**src/psc_cfg.svh**
```systemverilog
`ifndef PSC_CFG_SVH
`define PSC_CFG_SVH

// ------------------------------------------------------------
// Register map (byte addresses)
// ------------------------------------------------------------
`define PSC_ADDR_REF       12'h000
`define PSC_ADDR_STATUS    12'h004
`define PSC_ADDR_SHIFT     12'h008

// ------------------------------------------------------------
// Reset values
// ------------------------------------------------------------
`define PSC_REF_MHZ_RST    8'h10
`define PSC_M_RST          7'h7F
`define PSC_N_RST          2'h3

// ------------------------------------------------------------
// Status field positions
// ------------------------------------------------------------
`define PSC_ST_M_LSB       0
`define PSC_ST_N_LSB       8
`define PSC_ST_T_LSB       12
`define PSC_ST_VCO_OK      16
`define PSC_ST_LOCKED      17
`define PSC_ST_PLOAD       18

// ------------------------------------------------------------
// Serial word field positions
// ------------------------------------------------------------
`define PSC_SH_T_MSB       13
`define PSC_SH_T_LSB       11
`define PSC_SH_N_MSB       10
`define PSC_SH_N_LSB       9
`define PSC_SH_M_MSB       6

// ------------------------------------------------------------
// Oscillator range and timing
// ------------------------------------------------------------
`define PSC_VCO_MIN_MHZ    15'h0190
`define PSC_VCO_MAX_MHZ    15'h0320
`define PSC_LOCK_TIME_MS   10
`define PSC_CLK_PERIOD_NS  10

`endif

```
**src/psc_pkg.sv**
```systemverilog
package psc_pkg;

	// Observation output selection codes
	typedef enum logic [2:0] {
		PSC_T_SHIFT  = 3'b000,
		PSC_T_HIGH   = 3'b001,
		PSC_T_FREF   = 3'b010,
		PSC_T_MCNT   = 3'b011,
		PSC_T_SYNTH_CLOCK_OUT   = 3'b100,
		PSC_T_LOW    = 3'b101,
		PSC_T_BYPASS = 3'b110,
		PSC_T_FDIV4  = 3'b111
	} psc_tsel_t;

	// Configuration pins after pull-up resolution
	typedef struct packed {
		logic       parLoadN;
		logic       serClk;
		logic       serData;
		logic       serLoad;
		logic       refIn;
		logic [6:0] fbDiv;
		logic [1:0] outSel;
	} psc_pins_t;

	// APB request bundle
	typedef struct packed {
		logic        psel;
		logic        penable;
		logic        pwrite;
		logic [11:0] paddr;
		logic [31:0] pwdata;
	} psc_apb_req_t;

	// Whole state of the synthesizer control logic
	typedef struct packed {
		psc_pins_t  s1;
		psc_pins_t  s2;
		psc_pins_t  prev;
		logic [13:0] shiftReg;
		logic [6:0] cfgM;
		logic [1:0] cfgN;
		psc_tsel_t  cfgT;
		logic       refHalf;
		logic [6:0] fbCnt;
		logic       fbOut;
		logic [2:0] outCnt;
		logic       outClk;
		logic [1:0] quarterCnt;
		logic       outDiv4;
		logic [19:0] lockCnt;
		logic       locked;
		logic       vcoOk;
		logic       testOut;
		logic [7:0] refMhz;
		logic       pready;
		logic       pslverr;
		logic [31:0] prdata;
	} psc_state_t;

endpackage : psc_pkg

```
**src/psc_synth_ctrl.sv**
```systemverilog
`timescale 1ns/10ps
`include "psc_cfg.svh"

module psc_synth_ctrl
	import psc_pkg::*;
#(
	parameter int unsigned LOCK_CYCLES = `PSC_LOCK_TIME_MS * 1000000 / `PSC_CLK_PERIOD_NS
) (
	input  wire logic        clock,
	input  wire logic        rstn,
	// APB slave
	input  wire logic        psel,
	input  wire logic        penable,
	input  wire logic        pwrite,
	input  wire logic [11:0] paddr,
	input  wire logic [31:0] pwdata,
	output logic      [31:0] prdata,
	output logic             pready,
	output logic             pslverr,
	// Configuration pins
	input  wire logic        parLoadN,
	input  wire logic [6:0]  fbDivPin,
	input  wire logic [6:0]  fbDivDriven,
	input  wire logic [1:0]  outSelPin,
	input  wire logic [1:0]  outSelDriven,
	input  wire logic        serClk,
	input  wire logic        serData,
	input  wire logic        serLoad,
	// Reference and oscillator model
	input  wire logic        external_reference_in,
	input  wire logic        vcoTick,
	// Outputs
	output logic             synth_clock_out,
	output logic             testOut,
	output logic             cmpRefOut,
	output logic             fbDivOut,
	output logic             vcoRangeOk,
	output logic             lockDone
);

	// ------------------------------------------------------------
	// Pin resolution and state
	// ------------------------------------------------------------

	psc_pins_t    pinsRaw;
	psc_apb_req_t req;
	psc_state_t   st_r;
	psc_state_t   st_nxt;

	// Pull-ups make undriven divider inputs read high
	// Divider pins are levels; a skewed multi-bit sample lasts one cycle
	always_comb begin
		pinsRaw.parLoadN = parLoadN;
		pinsRaw.serClk   = serClk;
		pinsRaw.serData  = serData;
		pinsRaw.serLoad  = serLoad;
		pinsRaw.refIn    = external_reference_in;
		pinsRaw.fbDiv    = fbDivPin | ~fbDivDriven;
		pinsRaw.outSel   = outSelPin | ~outSelDriven;
	end

	// APB request bundle
	assign req = '{psel: psel, penable: penable, pwrite: pwrite, paddr: paddr, pwdata: pwdata};

	// ------------------------------------------------------------
	// Helper functions
	// ------------------------------------------------------------

	// Output select to half-period length in oscillator ticks
	function automatic logic [3:0] outRatio(input logic [1:0] sel);
		logic [3:0] r;
		r = 4'h1;
		case (sel)
			2'b00:   r = 4'h2;
			2'b01:   r = 4'h4;
			2'b10:   r = 4'h8;
			default: r = 4'h1;
		endcase
		return r;
	endfunction : outRatio

	// ------------------------------------------------------------
	// Next-state logic
	// ------------------------------------------------------------

	logic        serClkRise;
	logic        serClkEdge;
	logic        serLoadFall;
	logic        refRise;
	logic        tick;
	logic        addrHit;
	logic [14:0] vcoMhz;
	logic [3:0]  ratio;
	logic [31:0] status;

	// Edge detection on synchronised pins
	// Idle reset levels of the stages keep false edges away
	always_comb begin
		serClkRise  = st_r.s2.serClk & ~st_r.prev.serClk;
		serClkEdge  = st_r.s2.serClk ^ st_r.prev.serClk;
		serLoadFall = ~st_r.s2.serLoad & st_r.prev.serLoad;
		refRise     = st_r.s2.refIn & ~st_r.prev.refIn;
		// Bypass feeds both serial clock edges in place of the oscillator
		tick        = (st_r.cfgT == PSC_T_BYPASS) ? serClkEdge : vcoTick;
		ratio       = outRatio(st_r.cfgN);
		// Both operands widened so the product keeps all 15 bits
		vcoMhz      = {7'h00, st_r.refMhz} * {8'h00, st_r.cfgM};
	end

	// Status word
	// Load bit taken one stage late, in step with the test select clear
	always_comb begin
		status                                   = 32'h0000_0000;
		status[`PSC_ST_M_LSB +: 7]               = st_r.cfgM;
		status[`PSC_ST_N_LSB +: 2]               = st_r.cfgN;
		status[`PSC_ST_T_LSB +: 3]               = st_r.cfgT;
		status[`PSC_ST_VCO_OK]                   = st_r.vcoOk;
		status[`PSC_ST_LOCKED]                   = st_r.locked;
		status[`PSC_ST_PLOAD]                    = st_r.prev.parLoadN;
	end

	always_comb begin
		st_nxt = st_r;

		// ------------------------------------------------------------
		// Synchronisers
		// ------------------------------------------------------------

		// Two-stage synchronisers; prev holds the last settled sample
		st_nxt.s1   = pinsRaw;
		st_nxt.s2   = st_r.s1;
		st_nxt.prev = st_r.s2;

		// ------------------------------------------------------------
		// Serial path
		// ------------------------------------------------------------

		// Serial shift: new bit at the LSB end
		if (serClkRise) begin
			st_nxt.shiftReg = {st_r.shiftReg[12:0], st_r.s2.serData};
		end

		// ------------------------------------------------------------
		// Divider and test configuration
		// ------------------------------------------------------------

		// Configuration latches
		// Serial load is ignored while the parallel path is active
		if (!st_r.s2.parLoadN) begin
			// Transparent parallel path; capture happens as it rises
			st_nxt.cfgM = st_r.s2.fbDiv;
			st_nxt.cfgN = st_r.s2.outSel;
			st_nxt.cfgT = PSC_T_SHIFT;
		end else if (serLoadFall) begin
			// Field order in the serial word: test, output, feedback
			st_nxt.cfgT = psc_tsel_t'(st_r.shiftReg[`PSC_SH_T_MSB:`PSC_SH_T_LSB]);
			st_nxt.cfgN = st_r.shiftReg[`PSC_SH_N_MSB:`PSC_SH_N_LSB];
			st_nxt.cfgM = st_r.shiftReg[`PSC_SH_M_MSB:0];
		end

		// ------------------------------------------------------------
		// Phase detector inputs
		// ------------------------------------------------------------

		// Reference halved for the phase detector
		if (refRise) begin
			st_nxt.refHalf = ~st_r.refHalf;
		end

		// ------------------------------------------------------------
		// Feedback divider
		// ------------------------------------------------------------

		// Feedback divider: toggles every cfgM ticks, so output is fvco / (2 * M)
		// A zero value skips the count, so the divider then holds
		if (tick && st_r.cfgM != 7'h00) begin
			if (st_r.fbCnt + 7'h01 >= st_r.cfgM) begin
				st_nxt.fbCnt = 7'h00;
				st_nxt.fbOut = ~st_r.fbOut;
			end else begin
				st_nxt.fbCnt = st_r.fbCnt + 7'h01;
			end
		end

		// ------------------------------------------------------------
		// Output divider
		// ------------------------------------------------------------

		// Output divider: equal high and low halves
		if (tick) begin
			if ({1'b0, st_r.outCnt} + 4'h1 >= ratio) begin
				st_nxt.outCnt = 3'h0;
				st_nxt.outClk = ~st_r.outClk;
			end else begin
				st_nxt.outCnt = st_r.outCnt + 3'h1;
			end
		end

		// Output divided by four for the observation pin
		// Four output toggles make one half period here
		if (st_nxt.outClk != st_r.outClk) begin
			st_nxt.quarterCnt = st_r.quarterCnt + 2'h1;
			if (st_r.quarterCnt == 2'h3) begin
				st_nxt.outDiv4 = ~st_r.outDiv4;
			end
		end

		// ------------------------------------------------------------
		// Range check
		// ------------------------------------------------------------

		// Oscillator range check
		// Flag is advisory; the dividers still run out of range
		st_nxt.vcoOk = (vcoMhz >= `PSC_VCO_MIN_MHZ) && (vcoMhz <= `PSC_VCO_MAX_MHZ);

		// ------------------------------------------------------------
		// Settling timer
		// ------------------------------------------------------------

		// Settling timer restarts on any divider change
		// Counter stops at its end value; a change clears it again
		if (st_nxt.cfgM != st_r.cfgM || st_nxt.cfgN != st_r.cfgN) begin
			st_nxt.lockCnt = 20'h00000;
			st_nxt.locked  = 1'b0;
		end else if (st_r.lockCnt >= LOCK_CYCLES[19:0] - 20'h00001) begin
			st_nxt.locked  = 1'b1;
		end else begin
			st_nxt.lockCnt = st_r.lockCnt + 20'h00001;
		end

		// ------------------------------------------------------------
		// Observation output
		// ------------------------------------------------------------

		// Observation output selection
		case (st_r.cfgT)
			PSC_T_SHIFT:  st_nxt.testOut = st_r.shiftReg[13];
			PSC_T_HIGH:   st_nxt.testOut = 1'b1;
			PSC_T_FREF:   st_nxt.testOut = st_r.refHalf;
			PSC_T_MCNT:   st_nxt.testOut = st_r.fbOut;
			PSC_T_SYNTH_CLOCK_OUT:   st_nxt.testOut = st_r.outClk;
			PSC_T_LOW:    st_nxt.testOut = 1'b0;
			PSC_T_BYPASS: st_nxt.testOut = st_r.fbOut;
			PSC_T_FDIV4:  st_nxt.testOut = st_r.outDiv4;
			default:      st_nxt.testOut = 1'b0;
		endcase

		// ------------------------------------------------------------
		// Register access
		// ------------------------------------------------------------

		// APB slave: answers in the second access cycle
		// Response stands for the one cycle of pready; read data holds until the next access
		st_nxt.pready  = 1'b0;
		st_nxt.pslverr = 1'b0;
		if (req.psel && req.penable && !st_r.pready) begin
			st_nxt.pready = 1'b1;
			addrHit       = 1'b1;
			case (req.paddr)
				`PSC_ADDR_REF:    st_nxt.prdata = {24'h000000, st_r.refMhz};
				`PSC_ADDR_STATUS: st_nxt.prdata = status;
				`PSC_ADDR_SHIFT:  st_nxt.prdata = {18'h00000, st_r.shiftReg};
				default: begin
					addrHit       = 1'b0;
					st_nxt.prdata = 32'h0000_0000;
				end
			endcase
			st_nxt.pslverr = ~addrHit;
		end else begin
			addrHit = 1'b0;
		end

		// Write lands at the completion edge, while pready stands
		if (req.psel && req.penable && req.pwrite && st_r.pready) begin
			if (req.paddr == `PSC_ADDR_REF) begin
				st_nxt.refMhz = req.pwdata[7:0];
			end
		end
	end

	// ------------------------------------------------------------
	// State register
	// ------------------------------------------------------------

	// State register with synchronous reset
	always_ff @(posedge clock) begin
		if (!rstn) begin
			st_r            <= '0;
			st_r.s1         <= '{parLoadN: 1'b1, serClk: 1'b0, serData: 1'b0, serLoad: 1'b0,
			                     refIn: 1'b0, fbDiv: `PSC_M_RST, outSel: `PSC_N_RST};
			st_r.s2         <= '{parLoadN: 1'b1, serClk: 1'b0, serData: 1'b0, serLoad: 1'b0,
			                     refIn: 1'b0, fbDiv: `PSC_M_RST, outSel: `PSC_N_RST};
			st_r.prev       <= '{parLoadN: 1'b1, serClk: 1'b0, serData: 1'b0, serLoad: 1'b0,
			                     refIn: 1'b0, fbDiv: `PSC_M_RST, outSel: `PSC_N_RST};
			st_r.cfgM       <= `PSC_M_RST;
			st_r.cfgN       <= `PSC_N_RST;
			st_r.cfgT       <= PSC_T_SHIFT;
			st_r.refMhz     <= `PSC_REF_MHZ_RST;
		end else begin
			st_r <= st_nxt;
		end
	end

	// ------------------------------------------------------------
	// Outputs straight from the state register
	// ------------------------------------------------------------

	assign prdata          = st_r.prdata;
	assign pready          = st_r.pready;
	assign pslverr         = st_r.pslverr;
	assign synth_clock_out = st_r.outClk;
	assign testOut         = st_r.testOut;
	assign cmpRefOut       = st_r.refHalf;
	assign fbDivOut        = st_r.fbOut;
	assign vcoRangeOk      = st_r.vcoOk;
	assign lockDone        = st_r.locked;

endmodule : psc_synth_ctrl

```
**config.mk**
```make
export PLATFORM = sky130hd
export DESIGN_NAME = psc_synth_ctrl
export DESIGN_NICKNAME = d
export VERILOG_FILES = /design/src/psc_pkg.sv /design/src/psc_synth_ctrl.sv
export VERILOG_INCLUDE_DIRS = /design/src
export SDC_FILE = /design/constraint.sdc
export NUM_CORES = 1
export LEC_CHECK = 0
export BUFFER_PORTS_ARGS = -buffer_cell sky130_fd_sc_hd__buf_4
export CAP_MARGIN = 20
export CORE_AREA = 3 3 88 152
export DETAILED_ROUTE_END_ITERATION = 8
export DIE_AREA = 0 0 91 155
export PLACE_DENSITY = 0.84
export SLEW_MARGIN = 0
export SYNTH_ARGS = -nofsm -noshare
export SYNTH_HDL_FRONTEND = slang
export SYNTH_SLANG_ARGS = --single-unit
```
**constraint.sdc**
```tcl
create_clock -name clock -period 8.2 [get_ports clock]
set_input_delay 1.23 -clock clock [delete_from_list [all_inputs] [get_ports clock]]
set_output_delay 1.23 -clock clock [all_outputs]
set_load 0.02 [all_outputs]
```
# ---- Yosys cells after proc, flatten, opt, wreduce, memory -nomap -nowiden
# Cells that the tools add are included.
dict set report totals {
  reg_bits 139
  in_bits 73
  out_inout_bits 40
  word_cells 113
}
dict set report classes {
  n_addsub 5
  mul 1
  n_lt_le_gt_ge 5
  eq_ne 15
  muxes 13
  bitwise_logic 17
  n_reduce_logical 20
}
# operator count
set op_table {}
lappend op_table {{$pmux 19 s3} 1}
lappend op_table {{$mux 34} 1}
lappend op_table {{$mux 12} 2}
lappend op_table {{$add 20x1->20 const B} 1}
lappend op_table {{$ge 20x20->1 const B} 1}
lappend op_table {{$ge 15x9->1 const B} 1}
lappend op_table {{$le 15x10->1 const B} 1}
lappend op_table {{$mul 8x7->15} 1}
lappend op_table {{$eq 12x3->1 const B} 1}
lappend op_table {{$eq 12x4->1 const B} 1}
lappend op_table {{$eq 3x3->1 const B} 4}
lappend op_table {{$logic_not 12->1} 1}
lappend op_table {{$pmux 4 s3} 1}
lappend op_table {{$reduce_and 2->1} 5}
lappend op_table {{$not 1->1} 9}
lappend op_table {{$add 7x1->7 const B} 1}
lappend op_table {{$ge 7x7->1} 1}
lappend op_table {{$mux 7} 1}
lappend op_table {{$ne 7x7->1} 1}
lappend op_table {{$not 7->7} 1}
lappend op_table {{$or 7x7->7} 1}
lappend op_table {{$pmux 1 s7} 1}
lappend op_table {{$reduce_bool 7->1} 1}
lappend op_table {{$eq 3x2->1 const B} 2}
lappend op_table {{22 further kinds} 35}

# ---- Logic depth before layout (Yosys ltp)
# Gate-level depths: netlist of run 1.
dict set report logic_depth {
  ltp_word 7
  depth_mapped 18
  ltp_nobuf 16
}

# ---- Worst setup path before layout of run 1
# OpenSTA, ideal clock, no wires.
dict set report synth_timing {
  path_kind {reg-to-reg}
  start {register st_r[92] (netlist bit)}
  end {register st_r, in the netlist vcoRangeOk}
  setup_ns 0.088
  t_arrival_ns 4.730
  t_required_ns 8.112
  setup_slack_ns 3.382
  stages_incl_launch_ff 18
  n_path_buf 2
  period_less_slack_ns 4.818
  path_cell_list {dfxtp_1 -> clkbuf_1 -> nand2_1 -> fa_1 -> fa_1 -> inv_1 -> fa_1 -> inv_1 -> fa_1 -> inv_1 -> ha_1 -> buf_2 -> a21o_1 -> a41o_1 -> o2111ai_2 -> mux2i_1 -> or4_1 -> nor4_2}
}
dict set report synth_via {
  elab_chain_cells 3
  elab_cells_between_ends 4
  classes_between {mul (1); order compare (2); reduce/logical (1)}
}
# element line
set synth_lines {}
lappend synth_lines {{start: declaration} psc_synth_ctrl.sv:47} ;# psc_state_t st_r;
lappend synth_lines {{start signal: assignment} psc_synth_ctrl.sv:300} ;# st_r <= st_nxt;
lappend synth_lines {{$mul 8x7->15 (*)} psc_synth_ctrl.sv:107} ;# vcoMhz = {7'h00, st_r.refMhz} * {8'h00, st_r.cfgM};
lappend synth_lines {{$ge 15x9->1 (no line) / $le 15x10->1 (equally long branches)} --}
lappend synth_lines {{$logic_and 1x1->1 (*)} psc_synth_ctrl.sv:214} ;# st_nxt.vcoOk = (vcoMhz >= `PSC_VCO_MIN_MHZ) && (vcoMhz <= `PSC_VCO_MAX_MHZ);
# Mark *: on every way between the ends. The rest lies on a longest branch, timed or not.
# A chain may end at the register's enable or synchronous reset.

# ---- Worst setup path in the final report of run 1
# Ends and elaborated chain as after synthesis.

==> summary.md, run 1 <==
| Metric | Value |
|---|---|
| Starting density of the core | `61.46%` |
| Final-report setup violation count | `0` |
| Syn_area_per_cell | `9.058 um^2` |
| Drt drc | `0` |
| Count of cell types in the netlist | `70` |
| Leakage | `3.805 nW` |
| DRT antenna net count | `0` |
| Multi-input gate area in the final layout | `4546 um^2` |
| Highest clock rate | `0.1913 GHz` |
| Worst slew pin tran | `1027 ps` |
| Post-cts gate resize count | `0` |
| Internal power | `1.230 mW` |
| Number of hold-repair buffers added at the cts stage | `0` |
| Signed area change from the synthesized netlist to the final layout | `14.83%` |
| Pins Over Slew Limit | `0` |
| Clock tree from TritonCTS | `done` |
| Vias in the first global route | `5933` |
| Worst clock skew | `6.444 ps` |
| Asr flop ratio synth | `0%` |
| Num Clock Sinks | `125` |
| Number of nets in the finished design | `1022` |
| Vias after detailed routing | `5923` |
| Commonest cells after routing, fill and taps aside | `dfxtp_1, nand2_1, buf_4` |
| Max Cap Viol | `0` |
| Crit path kind | `reg -> reg` |
| Number of detailed-route iterations in the first pass | `6` |
| Clock-pin slew reported for the worst setup and hold paths after clock tree synthesis | `60 ps` |
| Worst-case headroom to the max-slew limit | `31.51%` |
| Share of layout cells above drive strength 1 | `14.37%` |
| PwrDens | `181.4 nW/um^2` |
| Class of the worst hold path | `reg -> reg` |
| Post-synthesis sequential element count | `125` |
| Clock share of power | `53.0%` |
| Switching pwr | `332.1 uW` |
| Initial antenna violation count | `0` |
| Minimum clock period after layout | `5228 ps` |
| Worst Hold Margin | `403.4 ps` |
| Final WS setup | `2972 ps` |
| Filler cells | `937` |
| Global-route wire length before repair | `27190 um` |
| Width of the die | `91 um` |
| Register area | `2502 um^2` |
| Critical Path End Type | `flop` |
| Routed Wire Length | `16040 um` |
| RePlAce Congestion | `0.8320` |
| Worst-path fanout max | `13` |
| Diodes inserted | `0` |
| Total congestion overflow | `0` |
| TritonCTS buffer count | `17` |
| Setup Buffers After CTS | `0` |
| Unrepaired setup endpoints after global routing | `false` |
| Global Route Usage Sum | `23.54%` |
| Maximum number of pins on one net before global-route repair | `53` |
| Outcome | `completed` |
| Portion of the post-synthesis area used by sequential elements | `33.37%` |
| Full die area | `14110 um^2` |
| Period utilization | `63.76%` |
| Most used flip-flop cell after synthesis | `dfxtp_1` |
| Share of total power in combinational logic | `6.4%` |
| Slack of the worst reg-to-reg path | `2970 ps` |
| Largest voltage drop on the vdd net | `0.1581 mV` |
| Number of levels the H-tree was split into | `4` |
| Placed wire-length estimate after detailed placement | `11130 um` |
| Maximum buffer depth of the clock tree | `2` |
| WL/cell | `15.29 um` |
| IO Pins | `113` |
| Switching Share | `21.26%` |
| Final hold viol count | `0` |
| Synthesis warning total | `0` |
| CP Launch Type | `flop` |
| Number of cells produced by synthesis | `828` |
| Final Instance Area | `8612 um^2` |
| Clock latency reported for the late side of the worst-skew pair | `410 ps` |
| Cell Area, Synth | `7500 um^2` |
| Core region area | `12200 um^2` |
| Via/cell ratio | `5.646` |
| Number of buffers added on ports | `74` |
| Area after DPL | `7953 um^2` |
| # rows | `53` |
| DRC violation total after the first TritonRoute iteration | `407` |
| Clock Root Buffer | `clkbuf_16` |
| Endpoint required time on the critical path | `8510 ps` |
| Worst slack at placement | `3061 ps` |
| Core occupancy in the finished layout | `70.58%` |
| Sequential share of power | `40.6%` |
| Setup total negative slack | `0 ps` |
| Worst path arrival time | `5540 ps` |
| Number of enable flip-flop cells after synthesis | `0` |
| Leading cell type in the layout, fill and taps excluded | `dfxtp_1` |
| Chip Height | `155 um` |
critical path, stage by stage, from the launching register on:
cell,delay [ps]
dfxtp_1,630
nand2_1,150
fa_1,520
fa_1,550
inv_1,70
fa_1,540
inv_1,80
fa_1,540
inv_1,40
ha_1,390
a21o_1,240
a21oi_1,250
a211oi_1,130
a2111oi_0,550
mux2i_1,180
nor4_2,270
synth_stat cells, types with 7 or more instances:
cell | number | area [um^2]
ha_1 | 49 | 613.1
nor2_1 | 64 | 240.2
and2_1 | 62 | 387.9
buf_4 | 32 | 240.2
a21o_1 | 11 | 82.58
fa_1 | 29 | 580.6
o21ai_1 | 12 | 60.06
nand2_1 | 82 | 307.8
xor2_1 | 36 | 315.3
nand2b_1 | 20 | 125.1
and3_1 | 7 | 43.79
a21oi_1 | 29 | 145.1
nand3b_1 | 12 | 90.09
nand4_1 | 12 | 75.07
mux2i_1 | 31 | 310.3
inv_1 | 31 | 116.4
or3_1 | 7 | 43.79
clkbuf_1 | 28 | 105.1
dfxtp_1 | 125 | 2502
xnor2_1 | 12 | 105.1
o21ai_0 | 20 | 100.1
a222oi_1 | 8 | 80.08
nand3_1 | 23 | 115.1
cell type report:
| cell class | count | area share (%) |
|---|---|---|
| multi-input cells | 618 | 52.78 |
| flip-flops and latches | 125 | 29.06 |
| well taps | 165 | 2.397 |
| clock inverters | 9 | 2.107 |
| repair buffers | 77 | 6.712 |
| clock buffers | 23 | 5.550 |
| inverters | 32 | 1.395 |
layer usage:
| metal | global-route usage (%) | part of all wire (%) | vias up |
|---|---|---|---|
| li1 | - | - | 2887 |
| met5 | 0 | 0 | - |
| met1 | 25.39 | 38 | 2802 |
| met4 | 12.59 | 3.8 | 0 |
| met3 | 4.499 | 4.9 | 47 |
| met2 | 42.90 | 53 | 187 |
final timing paths:
path	start	end	cells past startpoint
min reg2reg	st_nxt[128]	st_nxt[114]	1
min	st_nxt[128]	st_nxt[114]	1
max reg2reg	st_r[92]	vcoRangeOk	15
max	st_r[92]	vcoRangeOk	15
registers in the layout, indices dropped and copies added (netlist names):
| register | cells |
|---|---|
| st_r | 71 |
| st_nxt | 28 |
| prdata | 18 |
| cmpRefOut | 1 |
| fbDivOut | 1 |
| lockDone | 1 |
| pready | 1 |
| pslverr | 1 |
| synth_clock_out | 1 |
| testOut | 1 |
| vcoRangeOk | 1 |
power by group through the flow:
stage | Clock [mW] | Sequential [mW] | Combinational [mW]
global placement | 0 | 0.646 | 0.0953
detailed placement | 0 | 0.646 | 0.0972
finish | 0.828 | 0.634 | 0.100
CTS | 0.835 | 0.634 | 0.100
global route | 0.868 | 0.636 | 0.111
floorplan | 0 | 0.641 | 0.0722
cells by family after synthesis:
kind of cell | synth area share [%]
muxes | 4.288
adders and majority gates | 15.92
DFF | 33.37
xor gates and xnor gates | 5.606
AOI/OAI and AO/OA | 11.70
and+or+nand+nor | 22.41
buffers and inverters | 6.673
other | 0.05000
stage by stage:
step | power (mW) | cells
CTS | 1.569 | 1049
global placement | 0.7413 | 1017
floorplan | 0.7132 | 841
detailed placement | 0.7437 | 1017
global route | 1.616 | 1049
finish | 1.562 | 1049
Power figures use the tool's default switching activity.
==> run 2, diff against run 1 <==
--- a/config.mk
+++ b/config.mk
@@ -8,10 +8,10 @@
 export LEC_CHECK = 0
 export BUFFER_PORTS_ARGS = -buffer_cell sky130_fd_sc_hd__buf_4
 export CAP_MARGIN = 20
-export CORE_AREA = 3 3 88 152
+export CORE_AREA = 3 3 95 165
 export DETAILED_ROUTE_END_ITERATION = 8
-export DIE_AREA = 0 0 91 155
-export PLACE_DENSITY = 0.84
+export DIE_AREA = 0 0 98 168
+export PLACE_DENSITY = 0.76
 export SLEW_MARGIN = 0
 export SYNTH_ARGS = -nofsm -noshare
 export SYNTH_HDL_FRONTEND = slang
==> constraint.sdc (replaced) <==
create_clock -name clock -period 4.47 [get_ports clock]
set_input_delay 0.6705 -clock clock [delete_from_list [all_inputs] [get_ports clock]]
set_output_delay 0.6705 -clock clock [all_outputs]
set_load 0.02 [all_outputs]
==> run 2 against run 1 <==
Worst hold slack got worse by 1.6 ps. Final cell count rose by 4.4%. Power rose by 66%. Critical path type unchanged. Clock skew rose by 1.3 ps. Global-route usage fell by 2.8 points. Utilization fell by 9.8 points. Largest power group unchanged. Clock power rose by 50%.
==> summary.md, run 2 (synthesized netlist as in run 1, its figures left out) <==
| Metric | Value |
|---|---|
| Pins Over Slew Limit | `0` |
| Min-Delay Endpoint | `st_nxt[112]` |
| Commonest cells after routing, fill and taps aside | `dfxtp_1, buf_4, nand2_1` |
| Multi-input gate area in the final layout | `4558 um^2` |
| DRC violation total after the first TritonRoute iteration | `421` |
| Global Route Usage Sum | `20.70%` |
| Max FFs per register | `71` |
| Width of the die | `98 um` |
| Leakage | `3.892 nW` |
| Launch point of the worst reg-to-reg path | `st_r[89]` |
| Num Clock Sinks | `125` |
| Number of detailed-route iterations in the first pass | `9` |
| Worst slack at placement | `-106.8 ps` |
| Worst Min Path Start | `st_nxt[126]` |
| Highest clock rate | `0.2245 GHz` |
| Routed Wire Length | `16590 um` |
| Tot Pwr | `2.591 mW` |
| Final hold viol count | `0` |
| Max Cap Viol | `0` |
| Worst-path fanout max | `6` |
| Global-route wire length before repair | `28000 um` |
| Placed wire-length estimate after detailed placement | `12780 um` |
| Vias after detailed routing | `6028` |
| Leading cell type in the layout, fill and taps excluded | `dfxtp_1` |
| Final WS setup | `14.93 ps` |
| Worst-case headroom to the max-slew limit | `33.15%` |
| Class of the worst hold path | `reg -> reg` |
| Register area | `2512 um^2` |
| Clock tree from TritonCTS | `done` |
| IO Pins | `113` |
| Crit path kind | `reg -> reg` |
| Largest Register | `st_r` |
| Final non-filler cell total | `1095` |
| Outcome | `completed` |
| Critical Path End Type | `flop` |
| Largest voltage drop on the vdd net | `0.3104 mV` |
| Worst slew pin tran | `1003 ps` |
| Chip Height | `168 um` |
| Worst R2R Path Depth | `16` |
| Clock Root Buffer | `clkbuf_16` |
| # rows | `58` |
| Area after DPL | `8210 um^2` |
| Number of nets in the finished design | `1053` |
| TritonCTS buffer count | `17` |
| Core region area | `14440 um^2` |
| Starting density of the core | `51.93%` |
| Drt drc | `0` |
| Clock-pin slew reported for the worst setup and hold paths after clock tree synthesis | `60 ps` |
| Final-report setup violation count | `0` |
| DRT antenna net count | `0` |
| Slack of the worst reg-to-reg path | `10 ps` |
| Share of layout cells above drive strength 1 | `18.14%` |
| Worst path arrival time | `4770 ps` |
| Number of hold-repair buffers added at the cts stage | `0` |
| Core occupancy in the finished layout | `60.74%` |
| Via/cell ratio | `5.505` |
| CP Launch Type | `flop` |
| Setup total negative slack | `0 ps` |
| WHS Path Cells | `1` |
| Clock latency reported for the late side of the worst-skew pair | `410 ps` |
| Signed area change from the synthesized netlist to the final layout | `16.97%` |
| PwrDens | `295.4 nW/um^2` |
| Placed cells | `1063` |
| Filler cells | `1227` |
| Final Instance Area | `8772 um^2` |
| Terminus of the critical flop-to-flop path | `vcoRangeOk` |
| Worst Hold Margin | `401.8 ps` |
| Full die area | `16460 um^2` |
| Initial antenna violation count | `0` |
| RePlAce Congestion | `0.8641` |
| Period utilization | `99.67%` |
| Total congestion overflow | `0` |
| Number of levels the H-tree was split into | `4` |
| Minimum clock period after layout | `4455 ps` |
| Maximum number of pins on one net before global-route repair | `53` |
| Maximum buffer depth of the clock tree | `2` |
| Number of buffers added on ports | `74` |
| Unrepaired setup endpoints after global routing | `true` |
| Diodes inserted | `0` |
| Worst clock skew | `7.715 ps` |
| WL/cell | `15.15 um` |
| Vias in the first global route | `6159` |
| Endpoint required time on the critical path | `4790 ps` |
==> run 2: changes by cell type in the layout (fill, tap and decap cells not counted), sizes merged <==
cell      previous run  this run
clkinvlp             0         3
buf                 77       108
bufinv               5         0
clkbuf              23        21
inv                 33        35
clkinv               3         5
==> run 2: timing repair <==
item / 4_1_cts / 5_1_grt
setup endpoints to repair: 1 / 1
setup buffers: 0 / 0
gates resized for setup: 5 / 1
gates cloned: 0 / 0
pin swaps: 2 / 1
==> run 2: how the worst max path moves through the flow <==
stage                  start          to  slack [ps]  depth (start not counted)
floorplan           st_r[89]  vcoRangeOk          30                         18
global placement    st_r[91]  vcoRangeOk         -80                         16
detailed placement  st_r[91]  vcoRangeOk        -110                         15
CTS                 st_r[89]  vcoRangeOk          20                         16
global route        st_r[89]  vcoRangeOk        -210                         16
finish              st_r[89]  vcoRangeOk          10                         16
==> run 2: critical path, cell delays in order (launching register included) <==
cell and delay (ps):
dfxtp_4 370, and2_4 160, fa_1 530, inv_1 50, fa_1 470, inv_1 50
fa_1 480, inv_1 50, fa_1 470, inv_1 40, ha_1 290, a21o_1 180
a41o_1 250, o2111ai_2 270, mux2i_1 110, or4_1 430, nor4_2 170
==> run 2: report_power, final <==
group / internal (mW) / switching (mW)
sequential: 1.14 / 0.0210
clock: 0.742 / 0.502
combinational: 0.0862 / 0.103
==> run 2: layout make-up <==
class / instances / area share [%]
Clock inverter: 11 / 0.9699
Inverter: 32 / 1.369
Sequential cell: 125 / 28.64
Timing Repair Buffer: 108 / 9.243
Tap cell: 180 / 2.567
Clock buffer: 21 / 5.249
Multi-Input combinational cell: 618 / 51.96
==> run 2: routing by layer <==
| metal | share of wire [%] | global-route usage, % | up-vias |
|---|---|---|---|
| met5 | 0 | 0 | - |
| met4 | 3.2 | 9.102 | 0 |
| met3 | 3.0 | 3.648 | 35 |
| met2 | 56 | 40.21 | 135 |
| met1 | 37 | 21.07 | 2914 |
| li1 | - | - | 2944 |
==> run 3, diff against run 2 <==
--- a/config.mk
+++ b/config.mk
@@ -11,7 +11,9 @@
 export CORE_AREA = 3 3 95 165
 export DETAILED_ROUTE_END_ITERATION = 8
 export DIE_AREA = 0 0 98 168
-export PLACE_DENSITY = 0.76
+export GPL_TIMING_DRIVEN = 0
+export PLACE_DENSITY = 0.83
+export RECOVER_POWER = 100
 export SLEW_MARGIN = 0
 export SYNTH_ARGS = -nofsm -noshare
 export SYNTH_HDL_FRONTEND = slang
==> run 3 against run 2 <==
The run now ends with capacitance limit, slew limit, setup timing left. Via count is 3.1% higher. Routed wire length is 3.5% higher. Register-to-register slack worse by 200 ps. Critical path depth is 1 higher. Sequential share of layout area is 0.31 points lower. Cell area is 1.9% higher. Combinational power is 7% higher. Clock power is 10% higher. Power is 5.3% higher. Utilization is 1.1 points higher. Critical path type unchanged.
==> summary.md, run 3 (synthesized netlist as in run 1, its figures left out) <==
| Metric | Value |
|---|---|
| Outcome | `finished with violations` |
| Failing checks | `capacitance limit, slew limit, setup timing` |
| Share of layout cells above drive strength 1 | `17.30%` |
| Signed area change from the synthesized netlist to the final layout | `19.14%` |
| RePlAce Congestion | `0.8867` |
| Class of the worst hold path | `reg -> reg` |
| Num Clock Sinks | `125` |
| Global Route Usage Sum | `20.97%` |
| IO Pins | `113` |
| Final hold viol count | `0` |
| Final WS setup | `-189.2 ps` |
| Worst-path cell with the longest stage delay | `fa_1` |
| Unrepaired setup endpoints after global routing | `true` |
| Worst path arrival time | `4960 ps` |
| Clock latency reported for the late side of the worst-skew pair | `420 ps` |
| Endpoint required time on the critical path | `4770 ps` |
| Total congestion overflow | `0` |
| Worst slack at placement | `-611.3 ps` |
| Chip Height | `168 um` |
| DRT antenna net count | `0` |
| Maximum cell stage delay along the critical path | `530 ps` |
| Pins Over Slew Limit | `9` |
| Routing layer with the top usage in global route | `met2` |
| Leakage | `3.901 nW` |
| Highest clock rate | `0.2146 GHz` |
| Worst-path fanout max | `12` |
| Largest voltage drop on the vdd net | `0.2690 mV` |
| WL/cell | `15.23 um` |
| Minimum clock period after layout | `4659 ps` |
| Commonest cells after routing, fill and taps aside | `dfxtp_1, buf_4, nand2_1` |
| Met2 GRT Util | `38.87%` |
| Global-route track usage on met1 | `22.54%` |
| Number of levels the H-tree was split into | `4` |
| PwrDens | `305.3 nW/um^2` |
| Clock-pin slew reported for the worst setup and hold paths after clock tree synthesis | `60 ps` |
| Sequence of cells on the critical path | `and2_4 > fa_1 > inv_1 > fa_1 > inv_1 > fa_1 > inv_2 > fa_1 > inv_2 > ha_4 > buf_6 > a21o_1 > a41o_1 > o2111ai_2 > mux2i_1 > or4_4 > nor4_4` |
| Worst Hold Margin | `412.0 ps` |
| Routed Wire Length | `17180 um` |
| TritonCTS buffer count | `17` |
| Worst clock skew | `9.186 ps` |
| Width of the die | `98 um` |
| Cell repeated most along the worst path | `fa_1` |
| Critical Path End Type | `flop` |
| WHS Path Cells | `1` |
| Min-Delay Endpoint | `st_nxt[115]` |
| Met3 track demand over resource in global routing | `3.234%` |
| Number of nets in the finished design | `1086` |
| Slack of the worst reg-to-reg path | `-190 ps` |
| Clock Root Buffer | `clkbuf_16` |
| Terminus of the critical flop-to-flop path | `vcoRangeOk` |
| # rows | `58` |
| Diodes inserted | `0` |
| Max Cap Viol | `1` |
| Maximum buffer depth of the clock tree | `2` |
| DRC violation total after the first TritonRoute iteration | `403` |
| Global-route wire length before repair | `28520 um` |
| Leading cell type in the layout, fill and taps excluded | `dfxtp_1` |
| Clock tree from TritonCTS | `done` |
| Worst-case headroom to the max-slew limit | `-48.18%` |
| Core occupancy in the finished layout | `61.87%` |
| Crit path kind | `reg -> reg` |
| Worst Min Path Start | `st_nxt[129]` |
| Largest Register | `st_r` |
| Period utilization | `104.2%` |
| Initial antenna violation count | `0` |
| Core region area | `14440 um^2` |
| Final-report setup violation count | `1` |
| Full die area | `16460 um^2` |
| Maximum number of pins on one net before global-route repair | `17` |
| Starting density of the core | `51.93%` |
| Drt drc | `0` |
| Placed wire-length estimate after detailed placement | `12700 um` |
| Via/cell ratio | `5.507` |
| Launch point of the worst reg-to-reg path | `st_r[89]` |
| Vias after detailed routing | `6212` |
| Worst slew pin tran | `2202 ps` |
| Number of detailed-route iterations in the first pass | `5` |
| Vias in the first global route | `6228` |
| CP Launch Type | `flop` |
| Worst R2R Path Depth | `17` |
| Number of buffers added on ports | `74` |
| Max FFs per register | `71` |
==> run 3: cell types whose count changed in the layout (fill, tap and decap cells not counted), moves of 3 or more <==
cell and delta:
and2_0 +5, and2_1 -6, buf_4 -24, clkbuf_1 +49, dfxtp_1 -9, dfxtp_2 +6
dfxtp_4 +3, ha_1 -3, o21ai_0 +9, o21ai_1 -9
==> run 3: stage by stage <==
step,instance area (um^2),power [mW],std cells,setup TNS (ps)
CTS,9042,2.752,1129,-249.8
finish,8935,2.727,1128,-189.2
global placement,8374,1.382,1095,-530.5
floorplan,7594,1.311,841,0
detailed placement,8374,1.387,1095,-611.3
global route,8935,2.820,1128,-328.9
==> run 3: worst max path at each step <==
stage / from / to / slack, ps / depth (start not counted)
after CTS: st_r[89] / vcoRangeOk / -250 / 17
after global placement: st_r[91] / vcoRangeOk / -530 / 16
final: st_r[89] / vcoRangeOk / -190 / 17
after floorplan: st_r[89] / vcoRangeOk / 30 / 18
after global routing: st_r[89] / vcoRangeOk / -330 / 17
after detailed placement: st_r[88] / vcoRangeOk / -610 / 18
==> run 3: report_power, final <==
group	internal (mW)	switching (mW)	leakage, nW
Sequential	1.14	0.0218	1.02
Clock	0.844	0.522	0.284
Combinational	0.0944	0.110	2.60
Total	2.07	0.654	3.90
==> run 3: layout make-up <==
| class | count | area (um^2) |
|---|---|---|
| plain buffers | 60 | 365.4 |
| clock buffers | 18 | 439.2 |
| clock inverters | 14 | 157.7 |
| fillers | 1207 | 5507 |
| inverters | 32 | 120.1 |
| multi-input cells | 618 | 4577 |
| flip-flops and latches | 125 | 2531 |
| well taps | 180 | 225.2 |
| repair buffers | 81 | 519.2 |
==> run 3: per-layer routing <==
layer / vias to the layer above / part of all wire (%)
li1: 3014 / -
met1: 2956 / 37
met2: 193 / 54
met3: 49 / 4.9
met4: 0 / 4.2
met5: - / 0
==> run 3: repair_timing <==
item,4_1_cts,5_1_grt
pin swaps,4,1
resized for setup,23,8
buffers inserted,7,0
endpoints found under the setup margin,1,1
hold buffers,0,0
==> run 3: worst max-delay path, delay by kind of cell, from the launching register on <==
kind / cells / cell delay (ps)
AND/OR/NAND/NOR: 3 / 840
adder cells (fa/ha/maj): 5 / 2220
flip-flops: 1 / 380
multiplexers: 1 / 110
buffers and inverters: 5 / 320
AO/OA/AOI/OAI: 3 / 670
